[src/mcrs_pkg.sv]
// Register map, field positions and constants for the MAC config and receive statistics block
package mcrs_pkg;
  // Register base byte addresses, each with set/clear/invert aliases at +4/+8/+C
  localparam logic [7:0] MCRS_OFS_RX_OK = 8'h00;
  localparam logic [7:0] MCRS_OFS_FCS = 8'h10;
  localparam logic [7:0] MCRS_OFS_ALIGN = 8'h20;
  localparam logic [7:0] MCRS_OFS_CFG1 = 8'h30;
  localparam logic [7:0] MCRS_OFS_CFG2 = 8'h40;
  localparam logic [1:0] MCRS_ALIAS_PLAIN = 2'h0;
  localparam logic [1:0] MCRS_ALIAS_SET = 2'h1;
  localparam logic [1:0] MCRS_ALIAS_CLR = 2'h2;
  localparam logic [1:0] MCRS_ALIAS_INV = 2'h3;
  // Write lane patterns; LO and ALL are accepted, HI is not
  localparam logic [3:0] MCRS_LANES_LO = 4'h3;
  localparam logic [3:0] MCRS_LANES_HI = 4'hC;
  localparam logic [3:0] MCRS_LANES_ALL = 4'hF;
  // Reset values and writable masks
  localparam logic [15:0] MCRS_CFG1_RESET = 16'h800D;
  localparam logic [15:0] MCRS_CFG1_MASK = 16'hCF1F;
  localparam logic [15:0] MCRS_CFG2_RESET = 16'h40B0;
  localparam logic [15:0] MCRS_CFG2_MASK = 16'h73F0;
  localparam logic [15:0] MCRS_CNT_MASK = 16'hFFFF;
  // First configuration register fields
  localparam int MCRS_B_WHOLE_MAC_RESET = 15;
  localparam int MCRS_B_BACKOFF_RNG_RESET = 14;
  localparam int MCRS_B_RX_CTRL_SUBLAYER_RESET = 11;
  localparam int MCRS_B_RX_FUNCTION_RESET = 10;
  localparam int MCRS_B_TX_CTRL_SUBLAYER_RESET = 9;
  localparam int MCRS_B_TX_FUNCTION_RESET = 8;
  localparam int MCRS_B_LOOPBACK = 4;
  localparam int MCRS_B_TX_FLOW_FRAME_ALLOW = 3;
  localparam int MCRS_B_RX_FLOW_FRAME_HONOR = 2;
  localparam int MCRS_B_ACCEPT_EVERY_FRAME = 1;
  localparam int MCRS_B_RX_FRAME_ENABLE = 0;
  // Second configuration register fields
  localparam int MCRS_B_UNBOUNDED_DEFER = 14;
  localparam int MCRS_B_BACKPRESSURE_SKIP_BACKOFF = 13;
  localparam int MCRS_B_SKIP_BACKOFF = 12;
  localparam int MCRS_B_PREAMBLE_LENGTH_LIMIT = 9;
  localparam int MCRS_B_PREAMBLE_CONTENT_CHECK = 8;
  localparam int MCRS_B_TAG_DETECT_PAD = 7;
  localparam int MCRS_B_PAD_TO_SIXTY_FOUR = 6;
  localparam int MCRS_B_SHORT_FRAME_PAD_ON = 5;
  localparam int MCRS_B_CRC_APPEND_ON = 4;
  // Frame constants
  localparam logic [6:0] MCRS_PAD_NONE = 7'h00;
  localparam logic [6:0] MCRS_PAD_SHORT = 7'h3C;
  localparam logic [6:0] MCRS_PAD_LONG = 7'h40;
  localparam logic [15:0] MCRS_VLAN_TPID = 16'h8100;
  localparam logic [4:0] MCRS_PREAMBLE_MAX = 5'h0C;
  localparam logic [4:0] MCRS_PREAMBLE_SAT = 5'h1F;
  localparam logic [7:0] MCRS_PREAMBLE_BYTE = 8'h55;
  localparam logic [9:0] MCRS_RNG_SEED = 10'h001;
  localparam logic [9:0] MCRS_RNG_TAPS = 10'h240;
  // Register select codes
  typedef enum logic [2:0] {
    MCRS_SEL_NONE,
    MCRS_SEL_RX_OK,
    MCRS_SEL_FCS,
    MCRS_SEL_ALIGN,
    MCRS_SEL_CFG1,
    MCRS_SEL_CFG2
  } mcrs_sel_t;
endpackage

[src/mcrs_mac_config_and_rx_error_stats.sv]
// MAC configuration registers and receive error statistics counters behind an APB slave
//
// Summary of operation
// Count frames accepted by the receive filter, except those with FCS or alignment error.
// Count frames with FCS error whose bit length is a whole number of bytes.
// Count frames with FCS error and a dribble nibble as alignment errors.
// A counter read clears it, unless byte lanes 0 and 1 are both off.
// Counters are 16 bits in the low half; bits 31 to 16 read zero.
// Software edits counters through aliases; direct writes are for debug only.
// Soft reset holds all MAC and media logic in reset; resets to one.
// Simulation reset restarts the transmit backoff random number generator.
// Four bits hold receive/transmit control sublayer and function logic in reset.
// Loopback routes transmit interface back into receive; clear means normal.
// Pause frames: transmit allowed when set; received ones acted on when set. Acted on only when accepted, so control ones need pass-all.
// Pass-all accepts control frames too; clear ignores received control frames.
// Frames are received only while receive enable is one; it resets to one.
// Configuration accepts low-half 16-bit and 32-bit accesses and aliases; 8-bit and upper-half ones ignored.
// Unbounded defer waits for carrier forever; clear aborts at deferral limit.
// Skip backoff after any collision, or after own backpressure collisions.
// Length limit rejects received preambles of 12 bytes or more.
// Content check discards packets whose preamble bytes are not clean 0x55.
// Tag detect compares type octets with 0x8100 to choose padding.
// Sixty-four pad pads short frames to 64 with CRC; needs pad enable.
// Pad enable pads short frames; clear means frames already have valid length.
// CRC enable appends CRC to every frame; clear means frames carry CRC.
// Plain padding, or untagged under tag detect, pads to 60 with CRC.
// Increment during a clearing read returns old value and keeps new event.
`timescale 1ns/1ns
`default_nettype none
module mcrs_mac_config_and_rx_error_stats
  import mcrs_pkg::*;
(
  // Clock and reset
  input wire logic i_clock,
  input wire logic i_resetn,
  // APB slave
  input wire logic i_psel,
  input wire logic i_penable,
  input wire logic i_pwrite,
  input wire logic [7:0] i_paddr,
  input wire logic [31:0] i_pwdata,
  input wire logic [3:0] i_pstrb,
  output logic [31:0] o_prdata,
  output logic o_pready,
  output logic o_pslverr,
  // Receive preamble byte stream
  input wire logic i_rx_pre_valid,
  input wire logic [7:0] i_rx_pre_byte,
  input wire logic i_rx_pre_err,
  // Receive frame end status
  input wire logic i_rx_frame_end,
  input wire logic i_rx_filter_ok,
  input wire logic i_rx_fcs_err,
  input wire logic i_rx_dribble,
  input wire logic i_rx_is_control,
  input wire logic i_rx_is_pause,
  // Transmit frame type field
  input wire logic i_tx_type_valid,
  input wire logic [15:0] i_tx_type_field,
  // Receive side results
  output logic o_rx_frame_accept,
  output logic o_rx_pause_act,
  // Transmit pad and CRC decision
  output logic [6:0] o_tx_pad_len,
  output logic o_tx_crc_append,
  // Reset controls to the MAC
  output logic o_media_if_reset,
  output logic o_rx_ctrl_reset,
  output logic o_rx_func_reset,
  output logic o_tx_ctrl_reset,
  output logic o_tx_func_reset,
  // Mode controls to the MAC
  output logic o_loopback,
  output logic o_tx_pause_allow,
  output logic o_unbounded_defer,
  output logic o_skip_backoff,
  output logic o_bp_skip_backoff,
  output logic [9:0] o_backoff_rand
);

  function automatic mcrs_sel_t mcrs_decode(input logic [7:0] addr);
    if (addr[7:4] == MCRS_OFS_RX_OK[7:4]) begin
      return MCRS_SEL_RX_OK;
    end else if (addr[7:4] == MCRS_OFS_FCS[7:4]) begin
      return MCRS_SEL_FCS;
    end else if (addr[7:4] == MCRS_OFS_ALIGN[7:4]) begin
      return MCRS_SEL_ALIGN;
    end else if (addr[7:4] == MCRS_OFS_CFG1[7:4]) begin
      return MCRS_SEL_CFG1;
    end else if (addr[7:4] == MCRS_OFS_CFG2[7:4]) begin
      return MCRS_SEL_CFG2;
    end else begin
      return MCRS_SEL_NONE;
    end
  endfunction

  // Applies plain, set, clear or invert write to the writable bits
  function automatic logic [15:0] mcrs_apply(input logic [15:0] old, input logic [15:0] wd,
                                             input logic [1:0] alias_sel,
                                             input logic [15:0] mask);
    logic [15:0] nv;
    nv = old;
    case (alias_sel)
      MCRS_ALIAS_PLAIN: nv = wd;
      MCRS_ALIAS_SET: nv = old | wd;
      MCRS_ALIAS_CLR: nv = old & ~wd;
      default: nv = old ^ wd;
    endcase
    return (nv & mask) | (old & ~mask);
  endfunction

  // Bus phase
  mcrs_sel_t sel;
  logic setup;
  logic done;
  logic wr_done;
  logic rd_done;
  logic lanes_ok;
  logic [15:0] wd_lo;
  logic [1:0] alias_sel;
  logic rd_clear;
  logic [15:0] rd_snap_q;

  // Registers
  logic [15:0] cnt_ok_q;
  logic [15:0] cnt_fcs_q;
  logic [15:0] cnt_align_q;
  logic [15:0] cfg1_q;
  logic [15:0] cfg2_q;

  // Receive status
  logic [4:0] pre_len_q;
  logic pre_bad_q;
  logic rx_held;
  logic pre_fail;
  logic rx_ok_evt;
  logic fcs_evt;
  logic align_evt;
  logic [15:0] cnt_read;
  logic tx_held;
  logic pad_on;

  assign sel = mcrs_decode(i_paddr);
  assign alias_sel = i_paddr[3:2];
  assign setup = i_psel & ~i_penable & ~o_pready;
  assign done = i_psel & i_penable & o_pready;
  assign wr_done = done & i_pwrite & ~o_pslverr;
  assign rd_done = done & ~i_pwrite & ~o_pslverr;
  // 8-bit and odd lane patterns are dropped
  assign lanes_ok = (i_pstrb == MCRS_LANES_LO) | (i_pstrb == MCRS_LANES_ALL);
  assign wd_lo = i_pwdata[15:0];
  // Reads with lanes 0 and 1 both off leave the counter alone
  assign rd_clear = rd_done & (i_pstrb[1:0] != 2'h0);

  always_comb begin
    case (sel)
      MCRS_SEL_RX_OK: cnt_read = cnt_ok_q;
      MCRS_SEL_FCS: cnt_read = cnt_fcs_q;
      MCRS_SEL_ALIGN: cnt_read = cnt_align_q;
      MCRS_SEL_CFG1: cnt_read = cfg1_q;
      MCRS_SEL_CFG2: cnt_read = cfg2_q;
      default: cnt_read = 16'h0000;
    endcase
  end

  // APB answer: data and ready are set up one edge after setup
  always_ff @(posedge i_clock or negedge i_resetn) begin
    if (!i_resetn) begin
      o_pready <= 1'b0;
      o_pslverr <= 1'b0;
      o_prdata <= 32'h0000_0000;
      rd_snap_q <= 16'h0000;
    end else if (setup) begin
      o_pready <= 1'b1;
      o_pslverr <= (sel == MCRS_SEL_NONE);
      o_prdata <= {16'h0000, cnt_read};
      rd_snap_q <= cnt_read;
    end else if (done) begin
      o_pready <= 1'b0;
      o_pslverr <= 1'b0;
    end
  end

  // Receive side is held while any of its resets or soft reset is set
  assign rx_held = cfg1_q[MCRS_B_WHOLE_MAC_RESET] | cfg1_q[MCRS_B_RX_FUNCTION_RESET]
                   | cfg1_q[MCRS_B_RX_CTRL_SUBLAYER_RESET]; // see R7
  assign tx_held = cfg1_q[MCRS_B_WHOLE_MAC_RESET] | cfg1_q[MCRS_B_TX_FUNCTION_RESET];

  // Preamble length and content tracking
  always_ff @(posedge i_clock or negedge i_resetn) begin
    if (!i_resetn) begin
      pre_len_q <= 5'h00;
      pre_bad_q <= 1'b0;
    end else if (rx_held | i_rx_frame_end) begin
      pre_len_q <= 5'h00;
      pre_bad_q <= 1'b0;
    end else if (i_rx_pre_valid) begin
      if (pre_len_q != MCRS_PREAMBLE_SAT) begin
        pre_len_q <= pre_len_q + 5'h01;
      end
      if (i_rx_pre_err | (i_rx_pre_byte != MCRS_PREAMBLE_BYTE)) begin
        pre_bad_q <= 1'b1;
      end
    end
  end

  assign pre_fail = (cfg2_q[MCRS_B_PREAMBLE_LENGTH_LIMIT] & (pre_len_q >= MCRS_PREAMBLE_MAX))
                    | (cfg2_q[MCRS_B_PREAMBLE_CONTENT_CHECK] & pre_bad_q); // see R17

  // Frame events only while receive is enabled and not held
  assign rx_ok_evt = i_rx_frame_end & ~rx_held & cfg1_q[MCRS_B_RX_FRAME_ENABLE]
                     & i_rx_filter_ok & ~i_rx_fcs_err & ~pre_fail
                     & (~i_rx_is_control | cfg1_q[MCRS_B_ACCEPT_EVERY_FRAME]); // see R1 see R12
  assign fcs_evt = i_rx_frame_end & ~rx_held & cfg1_q[MCRS_B_RX_FRAME_ENABLE]
                   & i_rx_fcs_err & ~i_rx_dribble;
  assign align_evt = i_rx_frame_end & ~rx_held & cfg1_q[MCRS_B_RX_FRAME_ENABLE]
                     & i_rx_fcs_err & i_rx_dribble;

  // Received OK counter
  always_ff @(posedge i_clock or negedge i_resetn) begin
    if (!i_resetn) begin
      cnt_ok_q <= 16'h0000;
    end else if (wr_done & lanes_ok & (sel == MCRS_SEL_RX_OK)) begin
      cnt_ok_q <= mcrs_apply(cnt_ok_q, wd_lo, alias_sel, MCRS_CNT_MASK) + {15'h0000, rx_ok_evt};
    end else if (rd_clear & (sel == MCRS_SEL_RX_OK)) begin
      cnt_ok_q <= cnt_ok_q - rd_snap_q + {15'h0000, rx_ok_evt}; // see R4
    end else begin
      cnt_ok_q <= cnt_ok_q + {15'h0000, rx_ok_evt};
    end
  end

  // FCS error counter
  always_ff @(posedge i_clock or negedge i_resetn) begin
    if (!i_resetn) begin
      cnt_fcs_q <= 16'h0000;
    end else if (wr_done & lanes_ok & (sel == MCRS_SEL_FCS)) begin
      cnt_fcs_q <= mcrs_apply(cnt_fcs_q, wd_lo, alias_sel, MCRS_CNT_MASK) + {15'h0000, fcs_evt};
    end else if (rd_clear & (sel == MCRS_SEL_FCS)) begin
      cnt_fcs_q <= cnt_fcs_q - rd_snap_q + {15'h0000, fcs_evt}; // see R4
    end else begin
      cnt_fcs_q <= cnt_fcs_q + {15'h0000, fcs_evt};
    end
  end

  // Alignment error counter
  always_ff @(posedge i_clock or negedge i_resetn) begin
    if (!i_resetn) begin
      cnt_align_q <= 16'h0000;
    end else if (wr_done & lanes_ok & (sel == MCRS_SEL_ALIGN)) begin
      cnt_align_q <= mcrs_apply(cnt_align_q, wd_lo, alias_sel, MCRS_CNT_MASK)
                     + {15'h0000, align_evt};
    end else if (rd_clear & (sel == MCRS_SEL_ALIGN)) begin
      cnt_align_q <= cnt_align_q - rd_snap_q + {15'h0000, align_evt}; // see R4
    end else begin
      cnt_align_q <= cnt_align_q + {15'h0000, align_evt};
    end
  end

  // First configuration register
  always_ff @(posedge i_clock or negedge i_resetn) begin
    if (!i_resetn) begin
      cfg1_q <= MCRS_CFG1_RESET; // see R7
    end else if (wr_done & lanes_ok & (sel == MCRS_SEL_CFG1)) begin
      cfg1_q <= mcrs_apply(cfg1_q, wd_lo, alias_sel, MCRS_CFG1_MASK);
    end
  end

  // Second configuration register
  always_ff @(posedge i_clock or negedge i_resetn) begin
    if (!i_resetn) begin
      cfg2_q <= MCRS_CFG2_RESET;
    end else if (wr_done & lanes_ok & (sel == MCRS_SEL_CFG2)) begin
      cfg2_q <= mcrs_apply(cfg2_q, wd_lo, alias_sel, MCRS_CFG2_MASK);
    end
  end

  // Receive results
  always_ff @(posedge i_clock or negedge i_resetn) begin
    if (!i_resetn) begin
      o_rx_frame_accept <= 1'b0;
      o_rx_pause_act <= 1'b0;
    end else begin
      o_rx_frame_accept <= rx_ok_evt;
      o_rx_pause_act <= rx_ok_evt & i_rx_is_pause & cfg1_q[MCRS_B_RX_FLOW_FRAME_HONOR];
    end
  end

  // Pad length and CRC decision for the frame being presented
  assign pad_on = cfg2_q[MCRS_B_SHORT_FRAME_PAD_ON];
  always_ff @(posedge i_clock or negedge i_resetn) begin
    if (!i_resetn) begin
      o_tx_pad_len <= MCRS_PAD_NONE;
      o_tx_crc_append <= 1'b0;
    end else if (tx_held) begin
      o_tx_pad_len <= MCRS_PAD_NONE;
      o_tx_crc_append <= 1'b0;
    end else if (i_tx_type_valid) begin
      o_tx_crc_append <= cfg2_q[MCRS_B_CRC_APPEND_ON];
      if (!pad_on) begin
        o_tx_pad_len <= MCRS_PAD_NONE; // see R20
      end else if (cfg2_q[MCRS_B_PAD_TO_SIXTY_FOUR]) begin
        o_tx_pad_len <= MCRS_PAD_LONG;
      end else if (cfg2_q[MCRS_B_TAG_DETECT_PAD] & (i_tx_type_field == MCRS_VLAN_TPID)) begin
        o_tx_pad_len <= MCRS_PAD_LONG;
      end else begin
        o_tx_pad_len <= MCRS_PAD_SHORT;
      end
    end
  end

  // Backoff random generator
  always_ff @(posedge i_clock or negedge i_resetn) begin
    if (!i_resetn) begin
      o_backoff_rand <= MCRS_RNG_SEED;
    end else if (cfg1_q[MCRS_B_BACKOFF_RNG_RESET] | tx_held) begin
      o_backoff_rand <= MCRS_RNG_SEED;
    end else begin
      o_backoff_rand <= {o_backoff_rand[8:0], ^(o_backoff_rand & MCRS_RNG_TAPS)};
    end
  end

  // Reset and mode controls
  always_ff @(posedge i_clock or negedge i_resetn) begin
    if (!i_resetn) begin
      o_media_if_reset <= 1'b1;
      o_rx_ctrl_reset <= 1'b1;
      o_rx_func_reset <= 1'b1;
      o_tx_ctrl_reset <= 1'b1;
      o_tx_func_reset <= 1'b1;
      o_loopback <= 1'b0;
      o_tx_pause_allow <= 1'b0;
      o_unbounded_defer <= 1'b0;
      o_skip_backoff <= 1'b0;
      o_bp_skip_backoff <= 1'b0;
    end else begin
      o_media_if_reset <= cfg1_q[MCRS_B_WHOLE_MAC_RESET];
      o_rx_ctrl_reset <= cfg1_q[MCRS_B_WHOLE_MAC_RESET]
                         | cfg1_q[MCRS_B_RX_CTRL_SUBLAYER_RESET];
      o_rx_func_reset <= cfg1_q[MCRS_B_WHOLE_MAC_RESET] | cfg1_q[MCRS_B_RX_FUNCTION_RESET];
      o_tx_ctrl_reset <= cfg1_q[MCRS_B_WHOLE_MAC_RESET]
                         | cfg1_q[MCRS_B_TX_CTRL_SUBLAYER_RESET];
      o_tx_func_reset <= tx_held;
      o_loopback <= cfg1_q[MCRS_B_LOOPBACK];
      o_tx_pause_allow <= cfg1_q[MCRS_B_TX_FLOW_FRAME_ALLOW];
      o_unbounded_defer <= cfg2_q[MCRS_B_UNBOUNDED_DEFER];
      o_skip_backoff <= cfg2_q[MCRS_B_SKIP_BACKOFF];
      o_bp_skip_backoff <= cfg2_q[MCRS_B_BACKPRESSURE_SKIP_BACKOFF];
    end
  end

endmodule
`default_nettype wire

[config.mk]
export PLATFORM = sky130hd
export DESIGN_NAME = mcrs_mac_config_and_rx_error_stats
export DESIGN_NICKNAME = d
export VERILOG_FILES = /design/src/mcrs_pkg.sv /design/src/mcrs_mac_config_and_rx_error_stats.sv
export SDC_FILE = /design/constraint.sdc
export NUM_CORES = 1
export LEC_CHECK = 0
export BUFFER_PORTS_ARGS = -buffer_cell sky130_fd_sc_hd__buf_2
export CAP_MARGIN = 20
export CELL_PAD_IN_SITES_DETAIL_PLACEMENT = 1
export CELL_PAD_IN_SITES_GLOBAL_PLACEMENT = 1
export CORE_UTILIZATION = 25
export CTS_CLUSTER_DIAMETER = 150
export CTS_CLUSTER_SIZE = 40
export DETAILED_ROUTE_END_ITERATION = 16
export PLACE_DENSITY = 0.52
export SLEW_MARGIN = 15
export SYNTH_ARGS = -nofsm -noshare
export SYNTH_HDL_FRONTEND = slang
export SYNTH_SLANG_ARGS = --single-unit
[constraint.sdc]
create_clock -name i_clock -period 9.5 [get_ports i_clock]
set_input_delay 2.375 -clock i_clock [delete_from_list [all_inputs] [get_ports i_clock]]
set_output_delay 2.375 -clock i_clock [all_outputs]
set_load 0.1 [all_outputs]
==> flow_metrics.py <==
metrics = {
    "outcome": {
        "outcome": "finished, final reports clean",
    },
    "floorplan": {
        "fp.dieArea_um2": 56300,
        "die_h_um": 237,
        "rows": 85,
        "die_width_um": 237,
        "top_level_ports": 146,
        "core-area_um2": 54200,
        "start_util_pct": 25.5,
    },
    "clock_tree": {
        "htree_num_levels": 4,
        "clock-sinks": 117,
        "cts_buffers": 17,
        "cts_tree": "done",
        "post_cts_buffers": 0,
        "clk_latency_ps": 460,
        "root_buffer": "clkbuf_16",
        "cts_resized": 0,
        "cts_hold_buf": 0,
        "cts.clk_slew.worst_paths_ps": 60,
        "clock_path_buffers": 2,
    },
    "synthesis": {
        "synth_cells": 1492,
        "synth.avg_cell_area_um2": 9.28,
        "synth-main-ff-cell": "dfrtp_1",
        "syn-cell-area_um2": 13900,
        "ys_seq_elements": 117,
        "ys_warn_count": 0,
        "synthDistinctLibCells": 88,
        "synth_edf_count": 0,
        "ys_seq_area_share_pct": 21.3,
        "synth_top_area_share_pct": 21.8,
        "yosysTopAreaCell": "ha_1",
        "synthArstFlopShare_pct": 100,
        "synth_area_leaders": "ha_1, dfrtp_1, mux4_2, xnor2_1, inv_1",
    },
    "routing": {
        "drt_wl_total_um": 49200,
        "vias_per_cell": 5.07,
        "drtIter0Drc": 620,
        "drc": 0,
        "firstDrtPassIters": 5,
        "detail-route-antenna-nets": 0,
        "via_count": 11600,
        "wl_per_cell_um": 21.6,
    },
    "pwr": {
        "peakVddDrop_v": 0.000128,
        "power_density_nw_per_um2": 142,
        "p_leak_nw": 7.01,
    },
    "sta": {
        "tns_ps": 0,
        "hold_viol_final": 0,
        "worstMarginPinSlew_ps": 995,
        "drv_slew": 0,
        "setup_viol": 0,
        "fmax_mhz": 183,
        "rsz0062_at_grt": "no",
        "worst_hold_slack_ps": 443,
        "fin_skew_ps": 10.5,
        "finalCriticalPeriod_ps": 5460,
        "max_slew_margin_pct": 33.7,
        "fin_crit_sh_pct": 57.4,
    },
    "final_layout": {
        "drive_gt1_share_pct": 16.8,
        "layout_commonest_cell": "ha_1",
        "area.growth.synth_to_final_pct": 12.2,
        "finish.utilization_pct": 28.6,
        "layout_common_cells": "ha_1, inv_1, buf_2",
        "fin_nets": 1897,
    },
    "grt": {
        "grt_max_degree": 64,
        "grt_pass1_vias": 12000,
        "grt_util_all_layers_pct": 17.8,
        "grt-ovfl-total": 0,
        "grt_pass1_wl_um": 75100,
        "antenna_found_initial": 2,
    },
    "min_path": {
        "hp-class": "register to register",
    },
    "critical_path": {
        "regToRegSetupSlack_ps": 5240,
        "crit_type": "primary input to register",
        "crit_path_end_kind": "register",
        "start_kind": "primary input",
        "critical_path_required_ps": 9860,
        "critPathArrivalTime_ps": 5820,
        "crit_fanout": 5,
    },
    "place": {
        "numPortBuffers": 109,
        "gp_congestion": 0.890,
        "dp_hpwl_um": 39200,
    },
    "flow_run": {
        "max_cap_viol_count": 0,
    },
}
## metal layers
metal,track usage (%),part of all wire (%)
met1,25.0,49
met2,28.3,45
met3,2.54,3.5
met4,4.83,2.3
met5,0,0.022
## cell families after synthesis
kind of cell             synth area share (%)
buffers and inverters                    8.37
other                                  0.0271
adder cells (fa/ha/maj)                  22.2
AO/OA/AOI/OAI                            14.2
flip-flops                               21.3
multiplexers                             12.3
XOR/XNOR                                 7.84
AND/OR/NAND/NOR                          13.7
## worst max-delay path, stage by stage
cell and delay, ps:
buf_2 110, nand2b_1 130, a221oi_1 220, o211a_1 330, inv_1 70, ha_1 270, inv_1 60, ha_1 190
inv_1 70, fa_1 410, nand2b_1 190, a21oi_1 300, o2111ai_1 360, o21ai_0 330, xor2_1 180, nor2_1 60
a211oi_1 170
## metrics by stage
stage	instance area (µm²)	instances	worst slack, ps	power, W
2_1_floorplan	13900	1509	4450	0.00126
3_3_place_gp	14900	2248	3680	0.00148
3_5_place_dp	14900	2248	3670	0.00150
4_1_cts	15500	2280	4120	0.00223
5_1_grt	15500	2280	3720	0.00234
6_report	15500	2281	4040	0.00221
## power by group
| part | internal, W | total [W] | switching (W) |
|---|---|---|---|
| sequential | 0.000526 | 0.000581 | 0.0000555 |
| combinational | 0.000338 | 0.000913 | 0.000575 |
| clock | 0.000416 | 0.000712 | 0.000296 |
## sequential cells by signal (all words and copies together), names as in the netlist, 2 cells and up
| signal | cells |
|---|---|
| pre_len_q | 5 |
| cnt_ok_q | 16 |
| o_tx_pad_len | 2 |
| cfg2_q | 9 |
| cnt_align_q | 16 |
| o_backoff_rand | 10 |
| cnt_fcs_q | 16 |
| o_prdata | 16 |
| cfg1_q | 11 |
## cells in the mapped netlist (25+ instances only)
cell / instances
a211oi_1: 42
a21oi_1: 93
buf_4: 25
dfrtp_1: 103
ha_1: 241
inv_1: 173
mux4_2: 55
nand2_1: 95
nand3_1: 35
nor2_1: 93
o21ai_0: 49
xnor2_1: 91
xor2_1: 33
## final timing paths
kind                                        start                          end  cells past startpoint
max                                  i_rx_fcs_err       cnt_ok_q[10]$_DFF_PN0_                     17
min reg2reg                cfg2_q[14]$_DFFE_PN1P_  o_unbounded_defer$_DFF_PN0_                      0
min in group asynchronous                i_resetn     pre_len_q[1]$_DFFE_PN0P_                      1
min                        cfg2_q[14]$_DFFE_PN1P_  o_unbounded_defer$_DFF_PN0_                      0
max reg2reg                cfg1_q[15]$_DFFE_PN1P_       cnt_ok_q[10]$_DFF_PN0_                     17
max in group asynchronous                i_resetn       cnt_ok_q[13]$_DFF_PN0_                      2
## layout make-up
class | count | area [µm²]
clock buffer | 18 | 429
multi-input combinational | 1143 | 9830
clock inverter | 14 | 176
timing repair buffer | 119 | 632
fill | 6319 | 38700
sequential | 117 | 2950
inverter | 173 | 649
tap | 696 | 871
antenna | 1 | 2.50
No activity file was read; power rests on OpenSTA's default activity.
